### src/include/lmar_defs.vh
// Constants for the local memory access router: register map, fields, resets.
// Assumes inclusion by the router module and its test bench; definitions only.
`ifndef LMAR_DEFS_VH
`define LMAR_DEFS_VH

// Register byte offsets
`define LMAR_REG_REGION   8'h00
`define LMAR_REG_CTRL     8'h04
`define LMAR_REG_STATUS   8'h08
`define LMAR_REG_FAULT    8'h0c
`define LMAR_REG_COUNT    8'h10

// Region setting field layout (4 bits per region)
`define LMAR_RGN_W        4
`define LMAR_RGN_ALLOW    0
`define LMAR_RGN_CACHE    1
`define LMAR_RGN_WBACK    2
`define LMAR_REGION_RESET 32'h1111_1111

// Control register fields
`define LMAR_CTRL_WB      0
`define LMAR_CTRL_CLRF    1
`define LMAR_CTRL_RESET   32'h0000_0000

// Region select: top three address bits
`define LMAR_RGN_HI       31
`define LMAR_RGN_LO       29

// Target codes
`define LMAR_TGT_EXT      3'h0
`define LMAR_TGT_IRAM     3'h1
`define LMAR_TGT_IROM     3'h2
`define LMAR_TGT_DRAM     3'h3
`define LMAR_TGT_DROM     3'h4
`define LMAR_TGT_FLP      3'h5
`define LMAR_TGT_CACHE    3'h6

// AXI responses
`define LMAR_RESP_OK      2'h0
`define LMAR_RESP_SLVERR  2'h2

`endif

### src/logic/lmar_router.v
// Local memory access router: decodes fetch, load and store addresses,
// checks caches and region protection, and drives refill and replay.
// Assumes a single 10 MHz clock; tag and data arrays answer combinationally.
`timescale 1ns/1ps
`include "lmar_defs.vh"

module lmar_router #(
  parameter        NUM_LSU    = 1,
  parameter        DC_WAYS    = 2,
  parameter        IC_WAYS    = 1,
  parameter        N_IRAM     = 1,
  parameter        N_DRAM     = 1,
  parameter        HAS_IROM   = 0,
  parameter        HAS_DROM   = 0,
  parameter        HAS_FLP    = 1,
  parameter        IDX_W      = 6,
  parameter        TAG_W      = 20,
  parameter [31:0] IRAM_BASE  = 32'h4000_0000,
  parameter [31:0] IRAM_MASK  = 32'hffff_0000,
  parameter [31:0] IROM_BASE  = 32'h4010_0000,
  parameter [31:0] IROM_MASK  = 32'hffff_0000,
  parameter [31:0] DRAM_BASE  = 32'h3ff0_0000,
  parameter [31:0] DRAM_MASK  = 32'hffff_0000,
  parameter [31:0] DROM_BASE  = 32'h3fe0_0000,
  parameter [31:0] DROM_MASK  = 32'hffff_0000,
  parameter [31:0] FLP_BASE   = 32'h3fd0_0000,
  parameter [31:0] FLP_MASK   = 32'hfff0_0000
) (
  // Clock and reset
  input  wire                   aclk,
  input  wire                   aresetn,
  // AXI4-Lite write address and data
  input  wire [7:0]             s_axi_awaddr,
  input  wire                   s_axi_awvalid,
  output reg                    s_axi_awready,
  input  wire [31:0]            s_axi_wdata,
  input  wire [3:0]             s_axi_wstrb,
  input  wire                   s_axi_wvalid,
  output reg                    s_axi_wready,
  // AXI4-Lite write response
  output reg  [1:0]             s_axi_bresp,
  output reg                    s_axi_bvalid,
  input  wire                   s_axi_bready,
  // AXI4-Lite read
  input  wire [7:0]             s_axi_araddr,
  input  wire                   s_axi_arvalid,
  output reg                    s_axi_arready,
  output reg  [31:0]            s_axi_rdata,
  output reg  [1:0]             s_axi_rresp,
  output reg                    s_axi_rvalid,
  input  wire                   s_axi_rready,
  // Fetch request
  input  wire                   fetch_valid,
  input  wire [31:0]            fetch_addr,
  // Load/store request (shared by all units)
  input  wire                   ls_valid,
  input  wire                   ls_store,
  input  wire                   ls_word,
  input  wire [31:0]            ls_addr,
  // Cache tag array read data, one entry per way
  input  wire [4*TAG_W-1:0]     ic_tag_rd,
  input  wire [3:0]             ic_tag_vld,
  input  wire [4*(TAG_W+3)-1:0] dc_tag_rd,
  input  wire [3:0]             dc_tag_vld,
  // Refill completion from external memory
  input  wire                   refill_done,
  // Target selects and cache indices
  output reg  [2:0]             fetch_target,
  output reg  [2:0]             ls_target,
  output reg  [IDX_W-1:0]       ic_index,
  output reg  [IDX_W-1:0]       dc_index,
  output reg  [3:0]             ic_way_hit,
  output reg  [3:0]             dc_way_hit,
  output reg                    dc_wr_dirty,
  // Refill request
  output reg                    refill_req,
  output reg  [31:0]            refill_addr,
  // Pipeline control
  output reg                    replay,
  output reg                    replay_next,
  output reg                    prot_fault,
  output reg                    fetch_fault
);

  // Two aligned windows are apart when they differ on a bit both masks keep
  function lmar_apart;
    input [31:0] ba;
    input [31:0] ma;
    input [31:0] bb;
    input [31:0] mb;
    begin
      lmar_apart = ((ba ^ bb) & ma & mb) != 32'h0;
    end
  endfunction

  // Configuration sanity: folded into a constant ok flag
  localparam CFG_OK = (IC_WAYS <= 4) && (DC_WAYS <= 4)
    && (DC_WAYS + N_DRAM + HAS_DROM + HAS_FLP <= 4)
    && ((IC_WAYS > 0 ? 1 : 0) + N_IRAM + HAS_IROM <= 4)
    && (N_IRAM <= 2) && (N_DRAM <= 2) && (HAS_IROM <= 1) && (HAS_DROM <= 1)
    && (HAS_FLP <= 1)
    && (NUM_LSU == 1 || DC_WAYS == 0)
    && (DC_WAYS + N_DRAM + HAS_DROM + HAS_FLP >= 1)
    && (IC_WAYS + N_IRAM + HAS_IROM >= 1)
    && ((IRAM_BASE & ~IRAM_MASK) == 32'h0) && ((DRAM_BASE & ~DRAM_MASK) == 32'h0)
    && ((FLP_BASE & ~FLP_MASK) == 32'h0)
    && ((IROM_BASE & ~IROM_MASK) == 32'h0) && ((DROM_BASE & ~DROM_MASK) == 32'h0)
    && lmar_apart(IRAM_BASE, IRAM_MASK, IROM_BASE, IROM_MASK)
    && lmar_apart(IRAM_BASE, IRAM_MASK, DRAM_BASE, DRAM_MASK)
    && lmar_apart(IRAM_BASE, IRAM_MASK, FLP_BASE, FLP_MASK)
    && lmar_apart(DRAM_BASE, DRAM_MASK, DROM_BASE, DROM_MASK)
    && lmar_apart(DRAM_BASE, DRAM_MASK, FLP_BASE, FLP_MASK)
    && lmar_apart(DROM_BASE, DROM_MASK, FLP_BASE, FLP_MASK);

  localparam OFF_W = 32 - TAG_W - IDX_W;

  // Registers
  reg [31:0] region_r;
  reg [31:0] ctrl_r;
  reg [31:0] fault_addr_r;
  reg [15:0] miss_cnt_r;
  reg [15:0] fault_cnt_r;
  reg        refill_busy_r;
  reg        aw_held_r;
  reg        w_held_r;
  reg [7:0]  aw_addr_r;
  reg [31:0] w_data_r;
  reg [3:0]  w_strb_r;

  // Address decode: ranges are disjoint so at most one matches
  function [2:0] lmar_decode;
    input [31:0] a;
    input        is_fetch;
    begin
      lmar_decode = `LMAR_TGT_EXT;
      if (is_fetch) begin
        if (N_IRAM > 0 && (a & IRAM_MASK) == IRAM_BASE)
          lmar_decode = `LMAR_TGT_IRAM;
        else if (HAS_IROM != 0 && (a & IROM_MASK) == IROM_BASE)
          lmar_decode = `LMAR_TGT_IROM;
      end else begin
        if (N_IRAM > 0 && (a & IRAM_MASK) == IRAM_BASE)
          lmar_decode = `LMAR_TGT_IRAM;
        else if (HAS_IROM != 0 && (a & IROM_MASK) == IROM_BASE)
          lmar_decode = `LMAR_TGT_IROM;
        else if (N_DRAM > 0 && (a & DRAM_MASK) == DRAM_BASE)
          lmar_decode = `LMAR_TGT_DRAM;
        else if (HAS_DROM != 0 && (a & DROM_MASK) == DROM_BASE)
          lmar_decode = `LMAR_TGT_DROM;
        else if (HAS_FLP != 0 && (a & FLP_MASK) == FLP_BASE)
          lmar_decode = `LMAR_TGT_FLP;
      end
    end
  endfunction

  // Region setting of an address
  function [3:0] lmar_region;
    input [31:0] a;
    input [31:0] r;
    begin
      lmar_region = r[a[`LMAR_RGN_HI:`LMAR_RGN_LO]*`LMAR_RGN_W +: `LMAR_RGN_W];
    end
  endfunction

  // Way hit vector: physical tag match against stored tags
  function [3:0] lmar_hits;
    input [4*TAG_W-1:0] tags;
    input [3:0]         vld;
    input [TAG_W-1:0]   ptag;
    input integer       ways;
    integer k;
    begin
      lmar_hits = 4'h0;
      for (k = 0; k < 4; k = k + 1)
        if (k < ways && vld[k] && tags[k*TAG_W +: TAG_W] == ptag)
          lmar_hits[k] = 1'b1;
    end
  endfunction

  // Combinational evaluation; address used as physical directly
  wire [3:0]       f_rgn   = lmar_region(fetch_addr, region_r);
  wire [3:0]       l_rgn   = lmar_region(ls_addr, region_r);
  wire [2:0]       f_loc   = lmar_decode(fetch_addr, 1'b1);
  wire [2:0]       l_loc   = lmar_decode(ls_addr, 1'b0);
  wire             f_cach  = f_rgn[`LMAR_RGN_CACHE] && IC_WAYS > 0;
  wire             l_cach  = l_rgn[`LMAR_RGN_CACHE] && DC_WAYS > 0;
  wire [2:0]       f_tgt   = (f_loc == `LMAR_TGT_EXT && f_cach) ? `LMAR_TGT_CACHE : f_loc;
  wire [2:0]       l_tgt   = (l_loc == `LMAR_TGT_EXT && l_cach) ? `LMAR_TGT_CACHE : l_loc;
  wire [TAG_W-1:0] f_ptag  = fetch_addr[31 -: TAG_W];
  wire [TAG_W-1:0] l_ptag  = ls_addr[31 -: TAG_W];
  wire [4*TAG_W-1:0] dc_tags;
  wire [3:0]       f_hit   = lmar_hits(ic_tag_rd, ic_tag_vld, f_ptag, IC_WAYS);
  wire [3:0]       l_hit   = lmar_hits(dc_tags, dc_tag_vld, l_ptag, DC_WAYS);
  wire             f_deny  = fetch_valid && !f_rgn[`LMAR_RGN_ALLOW];
  wire             l_deny  = ls_valid && !l_rgn[`LMAR_RGN_ALLOW];
  wire             f_miss  = fetch_valid && !f_deny && f_tgt == `LMAR_TGT_CACHE
                             && f_hit == 4'h0;
  wire             l_miss  = ls_valid && !l_deny && !ls_store
                             && l_tgt == `LMAR_TGT_CACHE && l_hit == 4'h0;
  wire             l_imem  = ls_valid && !l_deny && ls_word
                             && (l_loc == `LMAR_TGT_IRAM || l_loc == `LMAR_TGT_IROM);
  wire             wback   = l_rgn[`LMAR_RGN_WBACK] && ctrl_r[`LMAR_CTRL_WB];

  // Data tag entry: {lock, replace, dirty, tag}; only the tag is compared
  genvar g;
  generate
    for (g = 0; g < 4; g = g + 1) begin : g_tag
      assign dc_tags[g*TAG_W +: TAG_W] = dc_tag_rd[g*(TAG_W+3) +: TAG_W];
    end
  endgenerate

  // Access path outputs
  always @(posedge aclk) begin
    if (!aresetn) begin
      fetch_target  <= `LMAR_TGT_EXT;
      ls_target     <= `LMAR_TGT_EXT;
      ic_index      <= {IDX_W{1'b0}};
      dc_index      <= {IDX_W{1'b0}};
      ic_way_hit    <= 4'h0;
      dc_way_hit    <= 4'h0;
      dc_wr_dirty   <= 1'b0;
      refill_req    <= 1'b0;
      refill_addr   <= 32'h0;
      refill_busy_r <= 1'b0;
      replay        <= 1'b0;
      replay_next   <= 1'b0;
      prot_fault    <= 1'b0;
      fetch_fault   <= 1'b0;
      fault_addr_r  <= 32'h0;
      miss_cnt_r    <= 16'h0;
      fault_cnt_r   <= 16'h0;
    end else begin
      fetch_target <= f_tgt;
      ls_target    <= l_tgt;
      ic_index     <= fetch_addr[OFF_W +: IDX_W];
      dc_index     <= ls_addr[OFF_W +: IDX_W];
      ic_way_hit   <= (fetch_valid && f_tgt == `LMAR_TGT_CACHE) ? f_hit : 4'h0;
      dc_way_hit   <= (ls_valid && l_tgt == `LMAR_TGT_CACHE) ? l_hit : 4'h0;
      dc_wr_dirty  <= ls_valid && ls_store && l_tgt == `LMAR_TGT_CACHE
                      && l_hit != 4'h0 && wback;
      prot_fault   <= l_deny;
      fetch_fault  <= f_deny;
      replay       <= l_imem && !ls_store || f_miss || l_miss;
      replay_next  <= l_imem && ls_store;
      refill_req   <= 1'b0;
      if (refill_busy_r) begin
        if (refill_done)
          refill_busy_r <= 1'b0;
      end else if (l_miss || f_miss) begin
        refill_req    <= 1'b1;
        refill_busy_r <= 1'b1;
        refill_addr   <= l_miss ? {ls_addr[31:OFF_W], {OFF_W{1'b0}}}
                                : {fetch_addr[31:OFF_W], {OFF_W{1'b0}}};
        miss_cnt_r    <= miss_cnt_r + 16'h1;
      end
      if (l_deny || f_deny) begin
        fault_addr_r <= l_deny ? ls_addr : fetch_addr;
        fault_cnt_r  <= fault_cnt_r + 16'h1;
      end else if (ctrl_r[`LMAR_CTRL_CLRF]) begin
        fault_cnt_r  <= 16'h0;
      end
    end
  end

  // AXI4-Lite write side: address and data taken in either order
  function [31:0] lmar_merge;
    input [31:0] old;
    input [31:0] d;
    input [3:0]  s;
    integer b;
    begin
      lmar_merge = old;
      for (b = 0; b < 4; b = b + 1)
        if (s[b])
          lmar_merge[b*8 +: 8] = d[b*8 +: 8];
    end
  endfunction

  always @(posedge aclk) begin
    if (!aresetn) begin
      s_axi_awready <= 1'b0;
      s_axi_wready  <= 1'b0;
      s_axi_bvalid  <= 1'b0;
      s_axi_bresp   <= `LMAR_RESP_OK;
      aw_held_r     <= 1'b0;
      w_held_r      <= 1'b0;
      aw_addr_r     <= 8'h0;
      w_data_r      <= 32'h0;
      w_strb_r      <= 4'h0;
      region_r      <= `LMAR_REGION_RESET;
      ctrl_r        <= `LMAR_CTRL_RESET;
    end else begin
      s_axi_awready <= !aw_held_r && !s_axi_awready && !s_axi_bvalid;
      s_axi_wready  <= !w_held_r && !s_axi_wready && !s_axi_bvalid;
      if (s_axi_awvalid && s_axi_awready) begin
        aw_held_r <= 1'b1;
        aw_addr_r <= s_axi_awaddr;
        s_axi_awready <= 1'b0;
      end
      if (s_axi_wvalid && s_axi_wready) begin
        w_held_r <= 1'b1;
        w_data_r <= s_axi_wdata;
        w_strb_r <= s_axi_wstrb;
        s_axi_wready <= 1'b0;
      end
      ctrl_r[`LMAR_CTRL_CLRF] <= 1'b0;
      if (aw_held_r && w_held_r && !s_axi_bvalid) begin
        aw_held_r    <= 1'b0;
        w_held_r     <= 1'b0;
        s_axi_bvalid <= 1'b1;
        s_axi_bresp  <= `LMAR_RESP_OK;
        case (aw_addr_r)
          `LMAR_REG_REGION: region_r <= lmar_merge(region_r, w_data_r, w_strb_r);
          `LMAR_REG_CTRL: ctrl_r <= lmar_merge(ctrl_r, w_data_r, w_strb_r) & 32'h0000_0003;
          `LMAR_REG_STATUS, `LMAR_REG_FAULT, `LMAR_REG_COUNT: ;
          default:        s_axi_bresp <= `LMAR_RESP_SLVERR;
        endcase
      end else if (s_axi_bvalid && s_axi_bready) begin
        s_axi_bvalid <= 1'b0;
      end
    end
  end

  // AXI4-Lite read side
  always @(posedge aclk) begin
    if (!aresetn) begin
      s_axi_arready <= 1'b0;
      s_axi_rvalid  <= 1'b0;
      s_axi_rdata   <= 32'h0;
      s_axi_rresp   <= `LMAR_RESP_OK;
    end else begin
      s_axi_arready <= !s_axi_rvalid && !s_axi_arready;
      if (s_axi_arvalid && s_axi_arready) begin
        s_axi_arready <= 1'b0;
        s_axi_rvalid  <= 1'b1;
        s_axi_rresp   <= `LMAR_RESP_OK;
        case (s_axi_araddr)
          `LMAR_REG_REGION: s_axi_rdata <= region_r;
          `LMAR_REG_CTRL:   s_axi_rdata <= ctrl_r;
          `LMAR_REG_STATUS: s_axi_rdata <= {28'h0, CFG_OK ? 1'b1 : 1'b0,
                                            fetch_fault, prot_fault, refill_busy_r};
          `LMAR_REG_FAULT:  s_axi_rdata <= fault_addr_r;
          `LMAR_REG_COUNT:  s_axi_rdata <= {fault_cnt_r, miss_cnt_r};
          default: begin
            s_axi_rdata <= 32'h0;
            s_axi_rresp <= `LMAR_RESP_SLVERR;
          end
        endcase
      end else if (s_axi_rvalid && s_axi_rready) begin
        s_axi_rvalid <= 1'b0;
      end
    end
  end

endmodule // lmar_router

### config.mk
export PLATFORM = sky130hd
export DESIGN_NAME = lmar_router
export DESIGN_NICKNAME = d
export VERILOG_FILES = /design/src/logic/lmar_router.v
export VERILOG_INCLUDE_DIRS = /design/src /design/src/include
export SDC_FILE = /design/constraint.sdc
export NUM_CORES = 1
export LEC_CHECK = 0
export BUFFER_PORTS_ARGS = -buffer_cell sky130_fd_sc_hd__buf_2
export CAP_MARGIN = 20
export CORE_ASPECT_RATIO = 0.5
export CORE_MARGIN = 2
export CORE_UTILIZATION = 28
export DETAILED_ROUTE_END_ITERATION = 7
export SYNTH_ARGS = -nofsm -noshare
export SYNTH_HDL_FRONTEND = slang
export SYNTH_SLANG_ARGS = --single-unit
export TNS_END_PERCENT = 50
### constraint.sdc
create_clock -name aclk -period 3.9 [get_ports aclk]
set_input_delay 0.39 -clock aclk [delete_from_list [all_inputs] [get_ports aclk]]
set_output_delay 0.39 -clock aclk [all_outputs]
set_load 0.02 [all_outputs]
==> results.toml, run 1 <==
[critical_path]
crit_path_start = "region_r[5]$_SDFFE_PN0P_"
reg2reg_from = "region_r[5]$_SDFFE_PN0P_"
r2r_cells = 8
reg2reg_to = "miss_cnt_r[15]$_SDFFE_PN0P_"
worstSetupEndpoint = "miss_cnt_r[15]$_SDFFE_PN0P_"
critPathRequiredTime_ns = 4.31
criticalPathCategory = "register to register"
crit_arrival_ns = 3.39
end_kind = "register"
critPathMaxFanout = 38
r2r_setup_slack_ns = 0.93
crit_path_start_kind = "register"

[placement]
portBuffers = 282
hpwl_um = 30600
gp_congestion = 0.947

[clock_tree]
clk_pin_slew_ns = 0.06
clkLatencyLatePin_ns = 0.53
cts_root_buffer = "clkbuf_16"
clockBufferDepth = 3
tritoncts = "yes"
ctsHoldBuffers = 0
cts_setup_buffers = 0
cts-resized-gates = 0
htreeDepth = 1
numCtsBuffers = 24
cts_sinks = 236

[floorplanning]
initial_utilization_pct = 28.8
io_pins = 413
dieArea_mm2 = 0.0405
rows = 50
fp.coreArea_mm2 = 0.0378
fp.dieH_um = 143
die_w_um = 283

[layout]
multi_input_area_mm2 = 0.00570
area_growth_pct = 24.7
drive_gt1_share_pct = 23.8
seq_area_mm2 = 0.00472
fillers = 3970
nets = 1810

[power_and_ir_drop]
p_int_mw = 4.08
powerDensity_mw_per_mm2 = 395
p_leak_nw = 5.52
p_clk_share_pct = 45.5
sequentialPowerShare_pct = 46.1
netSwitchingPower_mw = 1.27
ir_drop_v = 0.000302
p_sw_share_pct = 23.8
combPwrFrac_pct = 8.4

[synthesis]
syn_area_mm2 = 0.0109
yosysTopAreaCellShare_pct = 43.5
synthDistinctLibCells = 55
netlist_top_cells_area = "dfxtp_1, mux2i_1, nand2_1, a21oi_1, xnor2_1"
yosysTopAreaCell = "dfxtp_1"
syn_avg_cell_area_um2 = 8.59
yosys_warnings = 0
ys_seq_area_share_pct = 43.5
synthFlopType = "dfxtp_1"
yosys.cell_count.top_type = "dfxtp_1"
synthArstFlopShare_pct = 0
postSynthCellCount = 1265
synth_edf_count = 0
synth_seq_cells = 236
synth_commonest_cells = "dfxtp_1, nand2_1, a21oi_1"

[sta]
max_freq_mhz = 336
finalSetupTns_ns = 0
period_share_pct = 76.2
skew_ns = 0.0132
rsz0062_at_grt = "no"
slew_headroom_pct = 37.0
setup_viol = 0
drv_slew = 0
finalHoldViolCount = 0
period_needed_ns = 2.97
worst_slew_pin_slew_ns = 0.942
hold_ws_ns = 0.103

[hold_path]
hold_depth = 2
hold_class = "input port to register"

[drt]
antenna_left = 0
drc = 0
vias = 10400
drt_iter0_markers = 991
drt-pass1-iter-count = 7
routed_wl_um = 40000
routed_via_density = 5.08
detail_route.wl_per_cell_um = 19.6

[grt]
gr-total-overflow = 0
grt_max_degree = 68
grt_usage_pct = 19.1
grt_pass1_vias = 9340
antenna_found_initial = 8
grt_pass1_wl_um = 58400

[outcome]
status = "completed"

[flow_run]
max_cap_violations = 0
## power groups by stage
| stage | Sequential, mW | Combinational, mW | Clock (mW) |
|---|---|---|---|
| 5_1_grt | 2.47 | 0.489 | 2.58 |
| 4_1_cts | 2.47 | 0.442 | 2.48 |
| 3_3_place_gp | 2.52 | 0.439 | 0 |
| 6_report | 2.47 | 0.450 | 2.43 |
| 2_1_floorplan | 2.53 | 0.233 | 0 |
| 3_5_place_dp | 2.52 | 0.440 | 0 |
## state kept, by name, summed over array words and instances (netlist names), 2 cells and up
name	cells
aw_addr_r	8
dc_index	6
w_data_r	32
ctrl_r	2
fetch_target	2
refill_addr	26
fault_addr_r	32
s_axi_rdata	32
miss_cnt_r	16
ls_target	3
w_strb_r	4
dc_way_hit	2
region_r	32
ic_index	6
fault_cnt_r	16
## layout make-up
type                       count  share of cell area (%)
antenna                        5                  0.0923
clock buffer                  33                    5.21
clock inverter                 9                   0.933
inverter                      10                   0.295
multi-input combinational    925                    42.1
sequential                   236                    34.9
tap                          520                    4.80
timing repair buffer         303                    11.7
## through the flow
stage / cell area [um^2] / utilization (%) / cells / worst slack, ns / total power, mW
final: 13600 / 35.9 / 2041 / 0.926 / 5.35
after floorplan: 10900 / - / 1277 / 1.39 / 2.76
after global placement: 12700 / 33.5 / 1992 / 0.744 / 2.96
after detailed placement: 12700 / 33.5 / 1992 / 0.693 / 2.96
after global routing: 13500 / 35.8 / 2037 / 0.797 / 5.55
after CTS: 13500 / 35.7 / 2034 / 0.964 / 5.39
## worst max-delay path: stages, from the launching register on
cell and delay, ns:
dfxtp_1 0.53, mux4_1 0.31, mux2i_1 0.10, a211o_1 0.37, or4_4 0.53, o32ai_4 0.28, buf_4 0.43, nand4_1 0.17
mux2i_1 0.15
## per-layer routing
layer	wire length, um	global-route usage, %
met4	911	4.85
met5	10	0
met1	17000	25.6
met3	3890	6.03
met2	18200	29.9
## layout by cell type (no fill, tap or decap), types with 5 or more instances in the layout
cell type  instances
a21oi_1          134
buf_2            283
nand3b_1           5
or3_1              6
inv_1              9
nand2_1          182
dfxtp_1          236
nor2_1           107
conb_1            13
nor4_1            13
nor2b_1            5
or4_1              6
diode_2            5
a211oi_1          39
xnor2_1           48
xor2_1            13
a2bb2oi_1         33
and3_1            10
clkbuf_8           5
clkbuf_16         25
nand3_1           42
mux4_2             5
a222oi_1          28
mux2i_1           80
nand4_1           28
nor3_1            12
nand2b_1          15
buf_4             19
o21ai_0           39
and2_1            20
## worst min path at each step
| stage | startpoint | endpoint |
|---|---|---|
| 5_1_grt | ls_addr[7] | dc_index[1]$_SDFF_PN0_ |
| 3_5_place_dp | s_axi_rvalid$_SDFFE_PN0P_ | s_axi_arready$_SDFF_PP0_ |
| 6_report | ls_addr[7] | dc_index[1]$_SDFF_PN0_ |
| 4_1_cts | ls_addr[7] | dc_index[1]$_SDFF_PN0_ |
| 3_3_place_gp | aw_held_r$_SDFFE_PP0P_ | s_axi_awready$_SDFF_PP0_ |
| 2_1_floorplan | aw_held_r$_SDFFE_PP0P_ | s_axi_awready$_SDFF_PP0_ |
## cells by family after synthesis
family          after synthesis  synth area share [%]
mux                          89                  9.10
buf+inv                     116                  4.70
simple gates                467                  20.1
compound gates              293                  17.5
flops                       236                  43.5
fa+ha+maj                     2                 0.230
other cells                   1                0.0345
xor+xnor                     61                  4.92
(Power assumes the default switching activity.)
==> inputs of run 2 (changes only) <==
Settings changed: ABC_AREA set to 1.
Clock period 3.9 ns to 2.8 ns, I/O delays scaled along.
==> results.toml, run 2 <==
[outcome]
status = "completed"

[layout]
area_growth_pct = 27.2
final_common_cell = "nand2_1"
fillers = 4537
layout_common_cells = "nand2_1, buf_2, nor2_1, dfxtp_1, inv_1"
drive_gt1_share_pct = 17.3
nets = 2425

[drt]
drt_iter0_markers = 1020
vias = 12400
routed_via_density = 4.62
drt-pass1-iter-count = 5
routed_wl_um = 43300
detail_route.wl_per_cell_um = 16.1
drc = 0
antenna_left = 0

[synthesis]
yosysTopAreaCell = "dfxtp_1"
yosysTopAreaCellShare_pct = 40.0
synthDistinctLibCells = 41
netlist_top_cells_area = "dfxtp_1, nand2_1, nor2_1, o21ai_0, inv_1"
postSynthCellCount = 1819
synthArstFlopShare_pct = 0
yosys_warnings = 0
syn_avg_cell_area_um2 = 6.49
synthFlopType = "dfxtp_1"
ys_seq_area_share_pct = 40.0
syn_area_mm2 = 0.0118
synth_seq_cells = 236
yosys.cell_count.top_type = "nand2_1"
synth_commonest_cells = "nand2_1, nor2_1, dfxtp_1"
synth_edf_count = 0

[floorplanning]
initial_utilization_pct = 28.3
rows = 53
io_pins = 413
dieArea_mm2 = 0.0439
fp.dieH_um = 149
die_w_um = 294
fp.coreArea_mm2 = 0.0418

[clock_tree]
clockBufferDepth = 3
numCtsBuffers = 25
cts_sinks = 236
clk_pin_slew_ns = 0.06
cts_root_buffer = "clkbuf_16"
htreeDepth = 1
cts_setup_buffers = 0
tritoncts = "yes"
clkLatencyLatePin_ns = 0.56

[critical_path]
reg2reg_from = "region_r[20]$_SDFFE_PN1P_"
crit_path_start = "region_r[20]$_SDFFE_PN1P_"
crit_chain = "inv_1, nand2_1, nand3_1, nand2_1, nand2_1, nand2_2, nor2_4, inv_2, nand2_4, buf_12, o21ai_0, a31oi_1, dlygate4sd3_1"
path_delay_family = "buffers and inverters"
critPathRequiredTime_ns = 3.30
timing.critical_path.buf_inv = 4
critPathMaxFanout = 54
cp_slowest_cell = "dlygate4sd3_1"
max_stage_delay_ns = 0.56
path_common_cell = "nand2_1"
crit_path_start_kind = "register"
end_kind = "register"
crit_arrival_ns = 3.04
criticalPathCategory = "register to register"

[sta]
skew_ns = 0.0182
finalSetupTns_ns = 0
worst_slew_pin_slew_ns = 0.991
setup_ws_ns = 0.257
drv_slew = 0
finalHoldViolCount = 0
rsz0062_at_grt = "no"
max_freq_mhz = 393
period_share_pct = 90.8
slew_headroom_pct = 33.9
setup_viol = 0
period_needed_ns = 2.54

[hold_path]
hold_start = "s_axi_wdata[19]"
hold_class = "input port to register"

[grt]
gr-total-overflow = 0
grt_pass1_vias = 11200
grt_usage_pct = 19.0
grt_pass1_wl_um = 64300
antenna_found_initial = 2
grt_max_degree = 103

[power_and_ir_drop]
finalPower_mw = 8.20
powerDensity_mw_per_mm2 = 546
p_leak_nw = 6.99
ir_drop_v = 0.000432

[flow_run]
max_cap_violations = 0

[placement]
dp_slack_ns = 0.409
hpwl_um = 33000
gp_congestion = 0.948
portBuffers = 282
[run 2: changes by cell type in the layout (fill, tap and decap cells not counted), sizes merged, moves of 39 or more]
cell,change
inv,+189
xnor2,-39
o21ai,+132
nor2,+155
dlygate4sd3,+46
mux2i,-80
nand2,+337
[run 2: cell type report]
| class | instances | area (um^2) | area share, % |
|---|---|---|---|
| Multi-Input combinational cell | 1297 | 5900 | 39.3 |
| Clock inverter | 7 | 77.6 | 0.517 |
| Sequential cell | 236 | 4720 | 31.5 |
| Timing Repair Buffer | 352 | 2120 | 14.1 |
| Clock buffer | 38 | 744 | 4.96 |
| Tap cell | 550 | 688 | 4.58 |
| Antenna cell | 1 | 2.50 | 0.0167 |
| Inverter | 203 | 762 | 5.07 |
[run 2: cells by family (layout without fill, tap and decap cells)]
group / count (synthesis) / in the layout / synth area share, %
simple gates: 907 / 907 / 31.3
compound gates: 348 / 348 / 15.9
buf+inv: 298 / 600 / 10.5
flops: 236 / 236 / 40.0
xor+xnor: 27 / 27 / 2.00
fa+ha+maj: 2 / 2 / 0.212
other cells: 1 / 14 / 0.0318
[run 2: worst register-to-register path, stage by stage (launching register included)]
cell,delay [ns]
dfxtp_1,0.29
inv_1,0.18
nand2_1,0.08
nand3_1,0.08
nand2_1,0.10
nand2_1,0.09
nand2_2,0.09
nor2_4,0.11
inv_2,0.14
nand2_4,0.23
buf_12,0.26
o21ai_0,0.12
a31oi_1,0.15
dlygate4sd3_1,0.56
[run 2: where the power goes]
| group | leakage (nW) | switching [mW] | internal (mW) |
|---|---|---|---|
| sequential | 1.93 | 0.111 | 3.52 |
| combinational | 4.66 | 0.784 | 0.431 |
| clock | 0.405 | 1.42 | 1.93 |
| total | 6.99 | 2.32 | 5.88 |
[run 2: final timing paths]
check	depth (start not counted)	slack, ns	end
max	13	0.26	fault_addr_r[4]$_SDFFE_PN0P_
min	3	0.007	w_data_r[19]$_SDFFE_PN0P_
max reg2reg	13	0.26	fault_addr_r[4]$_SDFFE_PN0P_
min reg2reg	1	0.43	s_axi_awready$_SDFF_PP0_
[run 2: layer usage]
| metal | routed length (um) | GRT usage [%] |
|---|---|---|
| met5 | 0 | 0 |
| met4 | 1130 | 5.08 |
| met3 | 1970 | 2.25 |
| met2 | 21000 | 33.0 |
| met1 | 19200 | 24.9 |
[run 2: metrics by stage]
| stage | hold WS [ns] | utilization (%) | cells | cell area (um^2) |
|---|---|---|---|---|
| 2_1_floorplan | 0.373 | - | 1831 | 11900 |
| 3_5_place_dp | 0.417 | 32.9 | 2592 | 13700 |
| 4_1_cts | 0.00147 | 35.9 | 2683 | 15000 |
| 3_3_place_gp | 0.410 | 32.9 | 2592 | 13700 |
| 6_report | 0.00669 | 35.9 | 2684 | 15000 |
| 5_1_grt | 0.0137 | 35.9 | 2684 | 15000 |
[run 2: what timing repair did]
action / CTS / global route
endpoints found under the hold margin: 40 / 0
endpoints found under the setup margin: 0 / 3
resized for setup: 0 / 1
hold buffers: 46 / 0
